<file path="config.mk">
export PLATFORM = sky130hd
export DESIGN_NAME = nalu_datapath
export DESIGN_NICKNAME = d
export VERILOG_FILES = /design/src/core/nalu_pkg.sv /design/src/core/nalu_unit_if.sv /design/src/core/nalu_datapath.sv /design/src/core/nalu_logic_unit.sv
export VERILOG_INCLUDE_DIRS = /design/src /design/src/core
export SDC_FILE = /design/constraint.sdc
export NUM_CORES = 1
export LEC_CHECK = 0
export ABC_AREA = 1
export BUFFER_PORTS_ARGS = -buffer_cell sky130_fd_sc_hd__buf_2
export CORE_ASPECT_RATIO = 1.4
export CORE_MARGIN = 10
export CORE_UTILIZATION = 56
export DETAILED_ROUTE_END_ITERATION = 6
export GPL_ROUTABILITY_DRIVEN = 0
export HOLD_SLACK_MARGIN = 0.02
export PLACE_DENSITY = 0.81
export REMOVE_ABC_BUFFERS = 1
export SYNTH_ARGS = -nofsm -noshare
export SYNTH_HDL_FRONTEND = slang
export SYNTH_SLANG_ARGS = --single-unit
</file>
<file path="constraint.sdc">
create_clock -name clk_in -period 2.4 [get_ports clk_in]
set_input_delay 0.12 -clock clk_in [delete_from_list [all_inputs] [get_ports clk_in]]
set_output_delay 0.12 -clock clk_in [all_outputs]
set_load 0.01 [all_outputs]
</file>
<file path="src/core/nalu_map.svh">
/*
  Constants of the nibble datapath: widths, reset values and the
  machine-cycle timing. Assumes it is included by bare name, once per unit.
*/
`ifndef NALU_MAP_SVH
`define NALU_MAP_SVH

// ----------------------------------------------------------------
// Widths
// ----------------------------------------------------------------
`define NALU_WIDTH        4
`define NALU_BIT_SEL_W    2
`define NALU_OP_W         5

// ----------------------------------------------------------------
// Reset values
// ----------------------------------------------------------------
`define NALU_ACC_RESET    4'h0
`define NALU_CARRY_RESET  1'b0
`define NALU_SKIP_RESET   1'b0
`define NALU_MEM_RESET    4'h0
`define NALU_PORT_RESET   4'h0

// ----------------------------------------------------------------
// Timing: system clocks per machine cycle
// ----------------------------------------------------------------
`define NALU_CLKS_PER_MCYCLE 3

`endif

</file>
<file path="src/core/nalu_pkg.sv">
/*
  Types of the nibble datapath: operation codes, cycle phases and the
  packed state record. Assumes nalu_map.svh is on the include path.
*/
`include "nalu_map.svh"

package nalu_pkg;

  // ----------------------------------------------------------------
  // Operations issued by the instruction decoder
  // ----------------------------------------------------------------
  typedef enum logic [`NALU_OP_W-1:0] {
    NALU_OP_NOP           = 5'h00,  // No datapath effect
    NALU_OP_ADD_IMM       = 5'h01,  // A = A + n, carry kept
    NALU_OP_ADD_MEM       = 5'h02,  // A = A + M, carry kept
    NALU_OP_ADD_MEM_CARRY = 5'h03,  // A = A + M + carry, carry updated
    NALU_OP_AND_MEM       = 5'h04,  // A = A & M
    NALU_OP_OR_MEM        = 5'h05,  // A = A | M
    NALU_OP_CMP_IMM       = 5'h06,  // Skip when A == n
    NALU_OP_CMP_MEM       = 5'h07,  // Skip when A == M
    NALU_OP_ROT_RIGHT     = 5'h08,  // Rotate right through carry
    NALU_OP_SET_CARRY     = 5'h09,  // Carry = 1
    NALU_OP_CLEAR_CARRY   = 5'h0A,  // Carry = 0
    NALU_OP_LOAD_IMM      = 5'h0B,  // A = n
    NALU_OP_LOAD_MEM      = 5'h0C,  // A = M
    NALU_OP_STORE_MEM     = 5'h0D,  // M = A
    NALU_OP_XCH_MEM       = 5'h0E,  // A <-> M
    NALU_OP_BIT_SET       = 5'h0F,  // M = M | bit
    NALU_OP_BIT_CLEAR     = 5'h10,  // M = M & ~bit
    NALU_OP_PORT_IN       = 5'h11,  // A = port
    NALU_OP_PORT_OUT      = 5'h12   // Port = A
  } nalu_op_t;

  // ----------------------------------------------------------------
  // One-hot phases of the machine cycle
  // ----------------------------------------------------------------
  typedef enum logic [2:0] {
    NALU_PH_0 = 3'h1,
    NALU_PH_1 = 3'h2,
    NALU_PH_2 = 3'h4
  } nalu_phase_t;

  // ----------------------------------------------------------------
  // Whole state of the datapath
  // ----------------------------------------------------------------
  typedef struct packed {
    nalu_phase_t             phase;      // Machine-cycle phase
    logic [`NALU_WIDTH-1:0]  acc;        // Working register
    logic                    carry_flag; // Carry flag
    logic                    skip;       // Compare result of last cycle
    logic [`NALU_WIDTH-1:0]  mem_data;   // Nibble to write to memory
    logic                    mem_we;     // Memory write pulse
    logic [`NALU_WIDTH-1:0]  port_data;  // Nibble driven to the port
    logic                    port_we;    // Port write pulse
  } nalu_state_t;

endpackage

</file>
<file path="src/core/nalu_unit_if.sv">
/*
  Bundle between the datapath core and its logic unit.
  Assumes both ends share the package types; purely combinational.
*/
`timescale 1ns/1ps
`include "nalu_map.svh"

interface nalu_unit_if;
  nalu_pkg::nalu_op_t             op;      // Operation to evaluate
  logic [`NALU_WIDTH-1:0]         a;       // Working register
  logic [`NALU_WIDTH-1:0]         m;       // Memory nibble
  logic [`NALU_WIDTH-1:0]         imm;     // Immediate nibble
  logic                           cin;     // Incoming carry
  logic [`NALU_BIT_SEL_W-1:0]     bit_sel; // Bit number for bit operations
  logic [`NALU_WIDTH-1:0]         result;  // Unit result
  logic                           cout;    // Carry produced
  logic                           equal;   // Compare result

  modport unit (input op, a, m, imm, cin, bit_sel, output result, cout, equal);
  modport core (output op, a, m, imm, cin, bit_sel, input result, cout, equal);
endinterface

</file>
<file path="src/core/nalu_datapath.sv">
/*
  Nibble datapath: working register, carry flag and logic unit, paced
  by a divide-by-three instruction clock. Assumes the instruction
  decoder holds op and operands steady through each machine cycle and
  that memory and port sit outside, fed by the write pulses.
*/
`timescale 1ns/1ps
`include "nalu_map.svh"

module nalu_datapath (
  input  wire logic                        clk_in,        // System clock, 100 MHz
  input  wire logic                        reset_n_in,    // Async reset, active low
  input  wire nalu_pkg::nalu_op_t          op_in,         // Decoded operation
  input  wire logic [`NALU_WIDTH-1:0]      mem_in,        // Memory nibble at pointer
  input  wire logic [`NALU_WIDTH-1:0]      imm_in,        // Immediate nibble
  input  wire logic [`NALU_BIT_SEL_W-1:0]  bit_sel_in,    // Bit number for bit ops
  input  wire logic [`NALU_WIDTH-1:0]      port_in,       // Port input nibble
  output logic                             mcycle_out,    // Last phase: op taken
  output logic [`NALU_WIDTH-1:0]           acc_out,       // Working register
  output logic                             carry_out,     // Carry flag
  output logic                             skip_out,      // Compare matched
  output logic [`NALU_WIDTH-1:0]           mem_data_out,  // Nibble to memory
  output logic                             mem_we_out,    // Memory write pulse
  output logic [`NALU_WIDTH-1:0]           port_data_out, // Nibble to port
  output logic                             port_we_out    // Port write pulse
);

  // ----------------------------------------------------------------
  // State and logic unit
  // ----------------------------------------------------------------
  nalu_pkg::nalu_state_t state_q;  // Registered state
  nalu_pkg::nalu_state_t state_d;  // Next state
  logic                  exec;     // Operation taken at this edge

  nalu_unit_if unit_bus ();

  nalu_logic_unit u_logic (
    .u (unit_bus.unit)
  );

  // Feed the unit from the held decoder inputs, with A and carry from the state register
  assign unit_bus.op      = op_in;
  assign unit_bus.a       = state_q.acc;
  assign unit_bus.m       = mem_in;
  assign unit_bus.imm     = imm_in;
  assign unit_bus.cin     = state_q.carry_flag;
  assign unit_bus.bit_sel = bit_sel_in;

  // Operations complete on the last phase only, so the decoder
  // has two spare clocks to settle its operands
  assign exec = (state_q.phase == nalu_pkg::NALU_PH_2);

  // ----------------------------------------------------------------
  // Next-state logic
  // ----------------------------------------------------------------
  always_comb
  begin
    state_d         = state_q;
    state_d.mem_we  = 1'b0;
    state_d.port_we = 1'b0;
    // Divide-by-three phase ring
    case (state_q.phase)
      nalu_pkg::NALU_PH_0: state_d.phase = nalu_pkg::NALU_PH_1;
      nalu_pkg::NALU_PH_1: state_d.phase = nalu_pkg::NALU_PH_2;
      nalu_pkg::NALU_PH_2: state_d.phase = nalu_pkg::NALU_PH_0;
      default:             state_d.phase = nalu_pkg::NALU_PH_0;
    endcase
    if (exec)
    begin
      // Skip lasts one machine cycle, for the next fetch to see
      state_d.skip = 1'b0;
      case (op_in)
        // Plain adds overflow silently; carry stays as it was
        nalu_pkg::NALU_OP_ADD_IMM,
        nalu_pkg::NALU_OP_ADD_MEM:
          state_d.acc = unit_bus.result;
        nalu_pkg::NALU_OP_ADD_MEM_CARRY:
        begin
          state_d.acc        = unit_bus.result;
          state_d.carry_flag = unit_bus.cout;
        end
        nalu_pkg::NALU_OP_AND_MEM,
        nalu_pkg::NALU_OP_OR_MEM,
        nalu_pkg::NALU_OP_LOAD_IMM,
        nalu_pkg::NALU_OP_LOAD_MEM:
          state_d.acc = unit_bus.result;
        nalu_pkg::NALU_OP_CMP_IMM,
        nalu_pkg::NALU_OP_CMP_MEM:
          state_d.skip = unit_bus.equal;
        nalu_pkg::NALU_OP_ROT_RIGHT:
        begin
          state_d.acc        = unit_bus.result;
          state_d.carry_flag = unit_bus.cout;
        end
        nalu_pkg::NALU_OP_SET_CARRY:
          state_d.carry_flag = 1'b1;
        nalu_pkg::NALU_OP_CLEAR_CARRY:
          state_d.carry_flag = 1'b0;
        nalu_pkg::NALU_OP_STORE_MEM:
        begin
          state_d.mem_data = state_q.acc;
          state_d.mem_we   = 1'b1;
        end
        // Exchange: old A goes out while memory comes in
        nalu_pkg::NALU_OP_XCH_MEM:
        begin
          state_d.acc      = mem_in;
          state_d.mem_data = state_q.acc;
          state_d.mem_we   = 1'b1;
        end
        nalu_pkg::NALU_OP_BIT_SET,
        nalu_pkg::NALU_OP_BIT_CLEAR:
        begin
          state_d.mem_data = unit_bus.result;
          state_d.mem_we   = 1'b1;
        end
        nalu_pkg::NALU_OP_PORT_IN:
          state_d.acc = port_in;
        nalu_pkg::NALU_OP_PORT_OUT:
        begin
          state_d.port_data = state_q.acc;
          state_d.port_we   = 1'b1;
        end
        // No-op and unknown codes change nothing but the skip clear above
        default:
          state_d.acc = state_q.acc;
      endcase
    end
  end

  // ----------------------------------------------------------------
  // State register
  // ----------------------------------------------------------------
  always_ff @(posedge clk_in or negedge reset_n_in)
  begin
    if (!reset_n_in)
    begin
      state_q.phase      <= nalu_pkg::NALU_PH_0;
      state_q.acc        <= `NALU_ACC_RESET;
      state_q.carry_flag <= `NALU_CARRY_RESET;
      state_q.skip       <= `NALU_SKIP_RESET;
      state_q.mem_data   <= `NALU_MEM_RESET;
      state_q.mem_we     <= 1'b0;
      state_q.port_data  <= `NALU_PORT_RESET;
      state_q.port_we    <= 1'b0;
    end
    else
    begin
      state_q <= state_d;
    end
  end

  // ----------------------------------------------------------------
  // Outputs, all from the state register
  // ----------------------------------------------------------------
  assign mcycle_out    = exec;
  assign acc_out       = state_q.acc;
  assign carry_out     = state_q.carry_flag;
  assign skip_out      = state_q.skip;
  assign mem_data_out  = state_q.mem_data;
  assign mem_we_out    = state_q.mem_we;
  assign port_data_out = state_q.port_data;
  assign port_we_out   = state_q.port_we;

  // Reference sum for add-with-carry, kept apart from the unit
  logic [`NALU_WIDTH:0] ref_sum;
  assign ref_sum = {1'b0, mem_in} + {1'b0, state_q.acc} + {4'h0, state_q.carry_flag};
endmodule // nalu_datapath

</file>
<file path="src/core/nalu_logic_unit.sv">
/*
  Combinational 4-bit nalu_logic_unit: add, compare, AND, OR, rotate,
  and bit manipulation. Assumes the core registers all results.
*/
`timescale 1ns/1ps
`include "nalu_map.svh"

module nalu_logic_unit (
  nalu_unit_if.unit u
);

  // ----------------------------------------------------------------
  // Bit mask decode, used by set and clear
  // ----------------------------------------------------------------
  function automatic logic [`NALU_WIDTH-1:0] nalu_mask(
    input logic [`NALU_BIT_SEL_W-1:0] sel
  );
    nalu_mask = 4'h1 << sel;
  endfunction

  logic [`NALU_WIDTH-1:0] operand;   // Immediate or memory
  logic [`NALU_WIDTH:0]   sum;       // Sum with carry out
  logic [`NALU_WIDTH-1:0] and_bits;  // Bitwise AND
  logic [`NALU_WIDTH-1:0] or_bits;   // Bitwise OR
  logic                   use_cin;   // Only add-with-carry adds it

  // Per-bit logic lanes
  genvar gi;
  generate
    for (gi = 0; gi < `NALU_WIDTH; gi = gi + 1)
    begin : g_lane
      assign and_bits[gi] = u.a[gi] & operand[gi];
      assign or_bits[gi]  = u.a[gi] | operand[gi];
    end
  endgenerate

  // Immediate forms take n, all others the memory nibble
  assign operand = (u.op == nalu_pkg::NALU_OP_ADD_IMM ||
                    u.op == nalu_pkg::NALU_OP_CMP_IMM ||
                    u.op == nalu_pkg::NALU_OP_LOAD_IMM) ? u.imm : u.m;
  assign use_cin = (u.op == nalu_pkg::NALU_OP_ADD_MEM_CARRY);
  // Carry-in widened so the fifth bit catches the carry out
  assign sum     = {1'b0, u.a} + {1'b0, operand} + {4'h0, use_cin & u.cin};
  assign u.equal = (u.a == operand);

  // Result selection
  always_comb
  begin
    u.result = u.a;
    u.cout   = u.cin;
    case (u.op)
      nalu_pkg::NALU_OP_ADD_IMM,
      nalu_pkg::NALU_OP_ADD_MEM:       u.result = sum[`NALU_WIDTH-1:0];
      nalu_pkg::NALU_OP_ADD_MEM_CARRY:
      begin
        u.result = sum[`NALU_WIDTH-1:0];
        u.cout   = sum[`NALU_WIDTH];
      end
      nalu_pkg::NALU_OP_AND_MEM:       u.result = and_bits;
      nalu_pkg::NALU_OP_OR_MEM:        u.result = or_bits;
      nalu_pkg::NALU_OP_ROT_RIGHT:
      begin
        u.result = {u.cin, u.a[`NALU_WIDTH-1:1]};
        u.cout   = u.a[0];
      end
      nalu_pkg::NALU_OP_LOAD_IMM,
      nalu_pkg::NALU_OP_LOAD_MEM:      u.result = operand;
      nalu_pkg::NALU_OP_BIT_SET:       u.result = u.m | nalu_mask(u.bit_sel);
      nalu_pkg::NALU_OP_BIT_CLEAR:     u.result = u.m & ~nalu_mask(u.bit_sel);
      default:                         u.result = u.a;
    endcase
  end

endmodule // nalu_logic_unit

</file>
Word-level counts from Yosys, hierarchy flattened
Index checks and enable logic that the tools add are counted.
{"block": "word_totals", "regBits": 19, "output_inout_bits": 17, "word_cells": 71}
{"block": "classes", "n_addsub": 2, "eq_ne": 22, "shifts": 1, "mux": 10, "bitwise_logic": 12, "n_reduce_logical": 16}
{"operator": "5-bit by 4-bit == test with 1-bit output (second input constant)", "count": 8}
{"operator": "4-bit case mux with 7 select lines", "count": 1}
{"operator": "5-bit by 3-bit == test with 1-bit output (second input constant)", "count": 4}
{"operator": "5-bit == test (second input constant)", "count": 3}
{"operator": "4-bit case mux with 3 select lines", "count": 1}
{"operator": "5-bit by 2-bit == test with 1-bit output (second input constant)", "count": 2}
{"operator": "5-bit case mux with 2 select lines", "count": 1}
{"operator": "2-bit OR reduction", "count": 5}
{"operator": "2-bit AND reduction", "count": 4}
{"operator": "8-bit OR reduction", "count": 1}
{"operator": "6-bit two-way mux", "count": 1}
{"operator": "3-bit case mux with 2 select lines", "count": 1}
{"operator": "3-bit nonzero test", "count": 2}
{"operator": "4-bit by 4-bit adder with 5-bit output", "count": 1}
{"operator": "5-bit by 1-bit adder with 5-bit output", "count": 1}
{"operator": "1-bit bitwise AND", "count": 5}
{"operator": "5-bit by 1-bit == test with 1-bit output (second input constant)", "count": 1}
{"operator": "5-bit two-way mux", "count": 1}
{"operator": "4-bit bitwise AND", "count": 1}
{"operator": "4-bit == test", "count": 1}
{"operator": "4-bit two-way mux", "count": 1}
{"operator": "4-bit NOT", "count": 1}
{"operator": "1-bit OR", "count": 4}
{"operator": "4-bit OR", "count": 1}
{"operator": "9 further kinds", "count": 11}

Longest topological paths before layout
Gate-level depths: netlist (run 1).
{"block": "logic_depth", "ltp_word": 9, "depth_mapped": 20, "depth_no_buf": 20}

Hierarchy
From an unflattened synthesis (run 1), not the netlist that was laid out.
{"block": "unflattened", "hier_cells": 313, "hier_area_um2": 1994.4}
{"module": "nalu_datapath", "n_inst": 1, "cells_each": 158, "area_per_inst_um2": 1164.9, "seq_area_each_um2": 476.7}
{"module": "nalu_logic_unit", "n_inst": 1, "cells_each": 155, "area_per_inst_um2": 829.5, "seq_area_each_um2": 0.0}

Worst setup path after synthesis (run 1)
OpenSTA, ideal clock, no wires.
{"block": "synth_path", "kind": "input-to-reg", "from": "input port op_in[2]", "to": "register state_q (netlist bit acc_out[1])", "setup_ns": 0.077, "arrival_ns": 2.264, "t_required_ns": 2.323, "path_slack_ns": 0.059, "cell_stages": 18, "cell_sequence": "buf_4 nand2_1 nor2_1 nand2_4 nand3_2 nand2_1 nand2_1 inv_1 fa_1 inv_1 fa_1 inv_1 nand2_1 nand4_1 nor2_1 nand3_1 nand2_1 a21oi_1"}
{"block": "synth_between", "elab_chain_cells": 8, "word_cells_on_any_way": 28, "cone_classes": "add/sub: 2; eq/ne: 13; mux: 3; bitwise: 3; reduce/logical: 7"}
{"item": "from (decl)", "line": "nalu_datapath.sv:13", "rtl": "input wire nalu_pkg::nalu_op_t op_in,"}
{"item": "5-bit by 1-bit == test with 1-bit output / 5-bit by 3-bit == test with 1-bit output (equally long branches)"}
{"item": "1-bit logical OR", "line": "nalu_logic_unit.sv:38", "rtl": "assign operand = (u.op == nalu_pkg::NALU_OP_ADD_IMM ||"}
{"item": "1-bit logical OR", "line": "nalu_logic_unit.sv:39", "rtl": "u.op == nalu_pkg::NALU_OP_CMP_IMM ||"}
{"item": "4-bit two-way mux", "line": "nalu_logic_unit.sv:40", "rtl": "u.op == nalu_pkg::NALU_OP_LOAD_IMM) ? u.imm : u.m;"}
{"item": "4-bit by 4-bit adder with 5-bit output", "line": "nalu_logic_unit.sv:43", "rtl": "assign sum = {1'b0, u.a} + {1'b0, operand} + {4'h0, use_cin & u.cin};"}
{"item": "5-bit by 1-bit adder with 5-bit output", "line": "nalu_logic_unit.sv:43"}
{"item": "4-bit case mux with 7 select lines", "line": "nalu_logic_unit.sv:51", "rtl": "case (u.op)"}
{"item": "4-bit case mux with 3 select lines", "line": "nalu_datapath.sv:72", "rtl": "case (op_in)"}
{"item": "to (signal assigned)", "line": "nalu_datapath.sv:149", "rtl": "state_q <= state_d;"}
{"item": "to (decl)", "line": "nalu_datapath.sv:31", "rtl": "nalu_pkg::nalu_state_t state_q;"}
Parallel ways exist; a longest one is shown, timed or not.
A chain may end at the register's enable or synchronous reset.

Worst setup path after layout (run 1)
{"block": "layout_path", "from": "input port op_in[1]", "to": "register state_q (netlist bit acc_out[1])"}
The elaborated chain is that of the path after synthesis.

==> results of run 1 <==
[layer usage]
layer / up-vias / track usage, % / part of all wire (%)
met4: 0 / 12.5 / 5.5
met2: 114 / 30.3 / 49
met5: - / 0 / 0
met1: 848 / 17.8 / 38
met3: 24 / 3.00 / 7.9
li1: 952 / - / -
[worst max path at each step]
stage	slack, ps	depth (start not counted)	startpoint	endpoint
6_report	220	17	op_in[1]	acc_out[1]
5_1_grt	-10	18	op_in[1]	acc_out[2]
4_1_cts	240	17	op_in[1]	acc_out[1]
3_5_place_dp	-40	17	op_in[1]	acc_out[1]
3_3_place_gp	30	17	op_in[1]	acc_out[1]
2_1_floorplan	180	18	op_in[3]	acc_out[1]
[layout make-up]
| type | instances | area, um^2 |
|---|---|---|
| well taps | 40 | 50.0 |
| flip-flops and latches | 19 | 477 |
| fillers | 323 | 1120 |
| repair buffers | 50 | 285 |
| inverters | 47 | 186 |
| multi-input cells | 195 | 1150 |
| clock buffers | 4 | 45.0 |
[cell usage after synthesis, drive strengths merged]
library cell,number
o22ai,1
clkinv,1
o21ai,18
fa,2
xnor2,1
a31oi,2
dfstp,1
nor4,1
nand4,9
inv,46
buf,13
ha,8
nand2,65
nor2,38
o211ai,1
a21oi,11
nor3,4
a41oi,1
o22a,1
nand3,32
dfrtp,18
[where the power goes]
group | total, mW | internal [mW] | switching [mW] | leakage, nW
logic | 0.578 | 0.225 | 0.352 | 0.920
registers | 0.446 | 0.384 | 0.0618 | 0.235
clock network | 0.222 | 0.118 | 0.104 | 0.0228
[through the flow]
| step | cell area [um^2] | instances | power (mW) | util [%] | hold WS [ps] |
|---|---|---|---|---|---|
| after floorplan | 1800 | 261 | 0.794 | - | -176 |
| after global placement | 2130 | 350 | 1.01 | 64.2 | 75.2 |
| after detailed placement | 2130 | 350 | 1.02 | 64.2 | 82.1 |
| after CTS | 2180 | 355 | 1.24 | 65.8 | 246 |
| after global routing | 2190 | 355 | 1.34 | 66.1 | 273 |
| final | 2190 | 355 | 1.25 | 66.1 | 261 |
[kinds of logic after synthesis]
kind of cell               Yosys count  synth area share, %
DFF                                 19                 25.1
AOI/OAI and AO/OA                   35                 11.7
and+or+nand+nor                    149                 40.4
xor gates and xnor gates             1                0.461
buffers and inverters               60                 14.9
adders and majority gates           10                 7.37
[timing repair]
| item | in CTS | in global routing |
|---|---|---|
| gates resized for setup | 0 | 2 |
| hold buffers | 1 | 0 |
| setup buffers | 0 | 0 |
| endpoints found under the setup margin | 0 | 1 |
| endpoints found under the hold margin | 18 | 0 |
[critical path, stage by stage]
cell	delay, ps
buf_2	130
nor2_1	220
nand3_2	140
nand3_2	110
nand2_1	60
nand2_1	90
inv_1	80
fa_1	410
inv_1	80
fa_1	410
inv_1	60
nand2_1	50
nand4_1	100
nor2_1	40
nand3_1	80
nand2_1	50
a21oi_1	130
[flip-flops by register name (all words and copies together) (netlist names)]
name	cells
acc_out	4
mem_data_out	4
port_data_out	4
state_q	3
carry_out	1
mem_we_out	1
port_we_out	1
skip_out	1
==> out/qor.yml, run 1 <==
end_kind: "flip-flop"
synth_area_leader_cell: "dfrtp_1"
synth_area_leaders: "dfrtp_1, nand2_1, inv_1"
yosysUniqueCellTypes: 33
wl_um: 5320
finalClockSkew_ps: 6.10
cts_tree: "done"
root_buffer: "clkbuf_8"
num_io_pins: 38
mostFrequentLayoutCells: "nand2_1, inv_1, buf_2, nor2_1, nand3_1"
initial_core_util_pct: 57.3
drc: 0
r2r-start: "carry_out"
core-area_mm2: 0.00332
h-tree-depth: 1
layout-drive-gt1-share_pct: 27.0
die_h_um: 88.9
wl_per_cell_um: 15.0
tns_ps: 0
hold_end: "port_we_out"
holdPathStages: 3
slew_headroom_pct: 66.9
final_common_cell: "nand2_1"
antenna_found_initial: 0
arrival_ps: 2370
dr.pass1.iters: 6
synth_warnings: 0
worstPathRequired_ps: 2590
final_nets: 347
dp_slack_ps: -43.5
critPathMaxFanout: 4
dp_hpwl_um: 4330
grt_max_degree: 20
ir_drop_mv: 0.366
yosys.area.top_type_share_pct: 23.7
die_w_um: 69.2
syn_to_final_growth_pct: 15.3
antenna_left: 0
ff2ff_path_depth: 14
avgViaCountPerCell: 5.46
worstSkewPairLatency_ps: 260
cts.clk_slew.worst_paths_ps: 70
synth_area_mm2: 0.00190
finalCritPeriodShare_pct: 90.7
num_vias: 1938
dieArea_mm2: 0.00616
grt_usage_pct: 17.0
avgSynthCellArea_um2: 6.94
cts_sinks: 19
crit_type: "in -> reg"
hold_class: "in -> reg"
grt_pass1_wl_um: 8770
gr-total-overflow: 0
drt_iter0_drc: 157
timing.rr.end: "acc_out[2]"
drv_cap: 0
yosysSeqAreaShare_pct: 25.1
first_global_vias: 1901
fin_ws_ps: 222
ys_seq_elements: 19
tightest_slew_ps: 495
start_kind: "primary input"
outcome: "finished, final reports clean"
power_density_mw_per_mm2: 569
p_leak_nw: 1.18
clk_path_buf_depth: 2
io_buffers: 37
hold_start: "op_in[4]"
diodes: 0
hold_violations: 0
syn_inst: 274
max_freq_mhz: 459
rrSetupSlack_ps: 330
std_cell_rows: 25
cts_made_buffers: 3
fin_crit_ps: 2180
finalMaxSlewViolations: 0
setup_viol: 0
(Power assumes the default switching activity.)
==> run 2: changes to the inputs <==
==> constraint.sdc (replaced) <==
create_clock -name clk_in -period 2.2 [get_ports clk_in]
set_input_delay 0.11 -clock clk_in [delete_from_list [all_inputs] [get_ports clk_in]]
set_output_delay 0.11 -clock clk_in [all_outputs]
set_load 0.01 [all_outputs]
==> out/qor.yml, run 2 (synthesized netlist as in run 1, its figures left out) <==
outcome: "finished, final reports clean"
cts_made_buffers: 3  # unchanged
start_kind: "primary input"
avgViaCountPerCell: 5.31  # -2.7%
cp_common_cell: "nand2_1"
die_w_um: 69.2  # unchanged
antenna_found_initial: 0  # unchanged
cp_top_family: "adder cells"
dp_hpwl_um: 4480  # +3.5%
finalCritPeriodShare_pct: 92.8
p_leak_nw: 1.24  # +5.2%
worstSkewPairLatency_ps: 250  # about the same
clk_path_buf_depth: 2  # unchanged
finalMaxSlewViolations: 0  # unchanged
worstPathRequired_ps: 2380  # -210 ps
seqPwrFrac_pct: 33.9  # -1.9 points
gr-total-overflow: 0  # unchanged
ff2ff_path_depth: 14  # unchanged
grt_setup_unrepaired: "true"
hold_start: "mem_in[0]"
cts_sinks: 19  # unchanged
cp_slowest_stage_delay_ps: 410  # about the same
final_common_cell: "nand2_1"
diodes: 0  # unchanged
grt_pass1_wl_um: 8950  # +2.1%
rrSetupSlack_ps: 210  # -120 ps
finalClockSkew_ps: 5.69  # -0.409 ps
cts_tree: "done"
r2r-start: "carry_out"
power_density_mw_per_mm2: 604  # +6.3%
end_kind: "flip-flop"
p_int_uw: 828  # +14%
antenna_left: 0  # unchanged
initial_core_util_pct: 57.3  # unchanged
drc: 0  # unchanged
critPathMaxFanout: 3  # -1
ir_drop_mv: 0.377  # +3.1%
layout-drive-gt1-share_pct: 31.2  # +4.2 points
dpl_cell_area_mm2: 0.00222  # +4.5%
io_buffers: 37  # unchanged
hold_end: "mem_data_out[0]"
n_fill_cell: 299  # -7.4%
final_nets: 359  # +3.5%
dieArea_mm2: 0.00616  # unchanged
holdPathStages: 3  # unchanged
core-area_mm2: 0.00332  # unchanged
fin_crit_ps: 2040
crit_type: "in -> reg"
setup_viol: 0  # unchanged
hold_violations: 0  # unchanged
syn_to_final_growth_pct: 21.5
cts.clk_slew.worst_paths_ps: 70  # about the same
regArea_um2: 477  # unchanged
grt_usage_pct: 17.4  # +0.41 points
hold_class: "in -> reg"
crit_path_top_delay_cell: "fa_1"
multi_input_area_mm2: 0.00116  # +1.3%
die_h_um: 88.9  # unchanged
first_global_vias: 1992  # +4.8%
critPathBufInv: 5  # +1
mostFrequentLayoutCells: "nand2_1, inv_1, buf_2, nor2_1, nand3_1"
tightest_slew_ps: 490  # -5.18 ps
num_io_pins: 38  # unchanged
drt_iter0_drc: 148  # -5.7%
timing.rr.end: "acc_out[2]"
final_cells: 367  # +3.4%
slew_headroom_pct: 67.3  # +0.35 points
grt_max_degree: 20  # unchanged
p_sw_uw: 567  # +9.3%
num_vias: 1950  # +0.62%
combPwrFrac_pct: 49.3  # +2.9 points
placed_cells: 361  # +3.1%
cp_cell_sequence: "buf_2 > buf_4 > nor2_4 > nand2_4 > nand3_2 > nand2_1 > nand2_2 > inv_2 > fa_2 > inv_1 > fa_1 > inv_1 > nand2_1 > nand4_1 > nor2_1 > nand3_1 > nand2_1 > a21oi_1"
max_freq_mhz: 490
h-tree-depth: 1  # unchanged
cp-startpoint: "op_in[0]"
final_cell_area_mm2: 0.00231  # +5.4%
arrival_ps: 2220  # -150 ps
power.share.clock_pct: 16.8  # -1.0 points
dr.pass1.iters: 4  # -2
std_cell_rows: 25  # unchanged
wl_per_cell_um: 14.3  # -4.4%
root_buffer: "clkbuf_8"
wl_um: 5260  # -1.1%
netSwitchingFraction_pct: 40.6  # -0.97 points
drv_cap: 0  # unchanged
==> run 2: cell type report <==
class	instances	area share, %
Sequential cell	19	20.7
Multi-Input combinational cell	195	50.4
Tap cell	40	2.17
Timing Repair Buffer	62	16.8
Inverter	47	8.08
Clock buffer	4	1.95
==> run 2: how the worst max path moves through the flow <==
| stage | cells after the start | slack (ps) | to |
|---|---|---|---|
| 2_1_floorplan | 18 | -8 | acc_out[1] |
| 3_5_place_dp | 19 | -230 | acc_out[1] |
| 4_1_cts | 19 | 20 | acc_out[1] |
| 3_3_place_gp | 19 | -140 | acc_out[1] |
| 6_report | 18 | 160 | acc_out[1] |
| 5_1_grt | 20 | -30 | acc_out[2] |
==> run 2: metrics by stage <==
step	setup slack [ps]	power [mW]	TNS, ps	util [%]	hold slack (ps)
3_5_place_dp	-229	1.14	-446	67.1	67.6
2_1_floorplan	-7.65	0.866	-7.65	-	-186
6_report	158	1.39	0	69.6	269
3_3_place_gp	-141	1.12	-188	67.1	59.9
4_1_cts	22.5	1.38	0	68.7	247
5_1_grt	-33.9	1.51	-65.2	69.6	256
==> run 2: what timing repair did <==
action	in CTS	in global routing
setup endpoints to repair	0	3
endpoints found under the hold margin	18	0
buffers inserted	0	1
hold buffers	1	0
gates resized for setup	0	8
==> run 2: routing by layer <==
layer	wire length, um	part of all wire, %	track usage, %	vias to the layer above
met5	0	0	0	-
met4	218	4.1	9.36	0
met3	252	4.8	2.89	22
met2	2720	52	32.6	67
met1	2070	39	18.3	880
li1	-	-	-	981
==> run 2: power by group through the flow <==
stage | clock network, mW | logic (mW) | registers (mW)
global route | 0.255 | 0.771 | 0.482
floorplan | 0 | 0.348 | 0.518
CTS | 0.237 | 0.669 | 0.475
detailed placement | 0 | 0.661 | 0.480
global placement | 0 | 0.644 | 0.480
finish | 0.235 | 0.687 | 0.473
==> run 2: worst register-to-register path, stage by stage (launching register included) <==
cell and delay (ps):
dfrtp_1 350, inv_1 60, nor2_2 160, fa_2 230, inv_1 60, fa_1 390, xnor2_1 140, nand2_1 70
nand2_1 50, nor2_1 80, nand2_1 50, nor2_1 80, nand2_1 60, nand2_1 60, a21oi_1 50
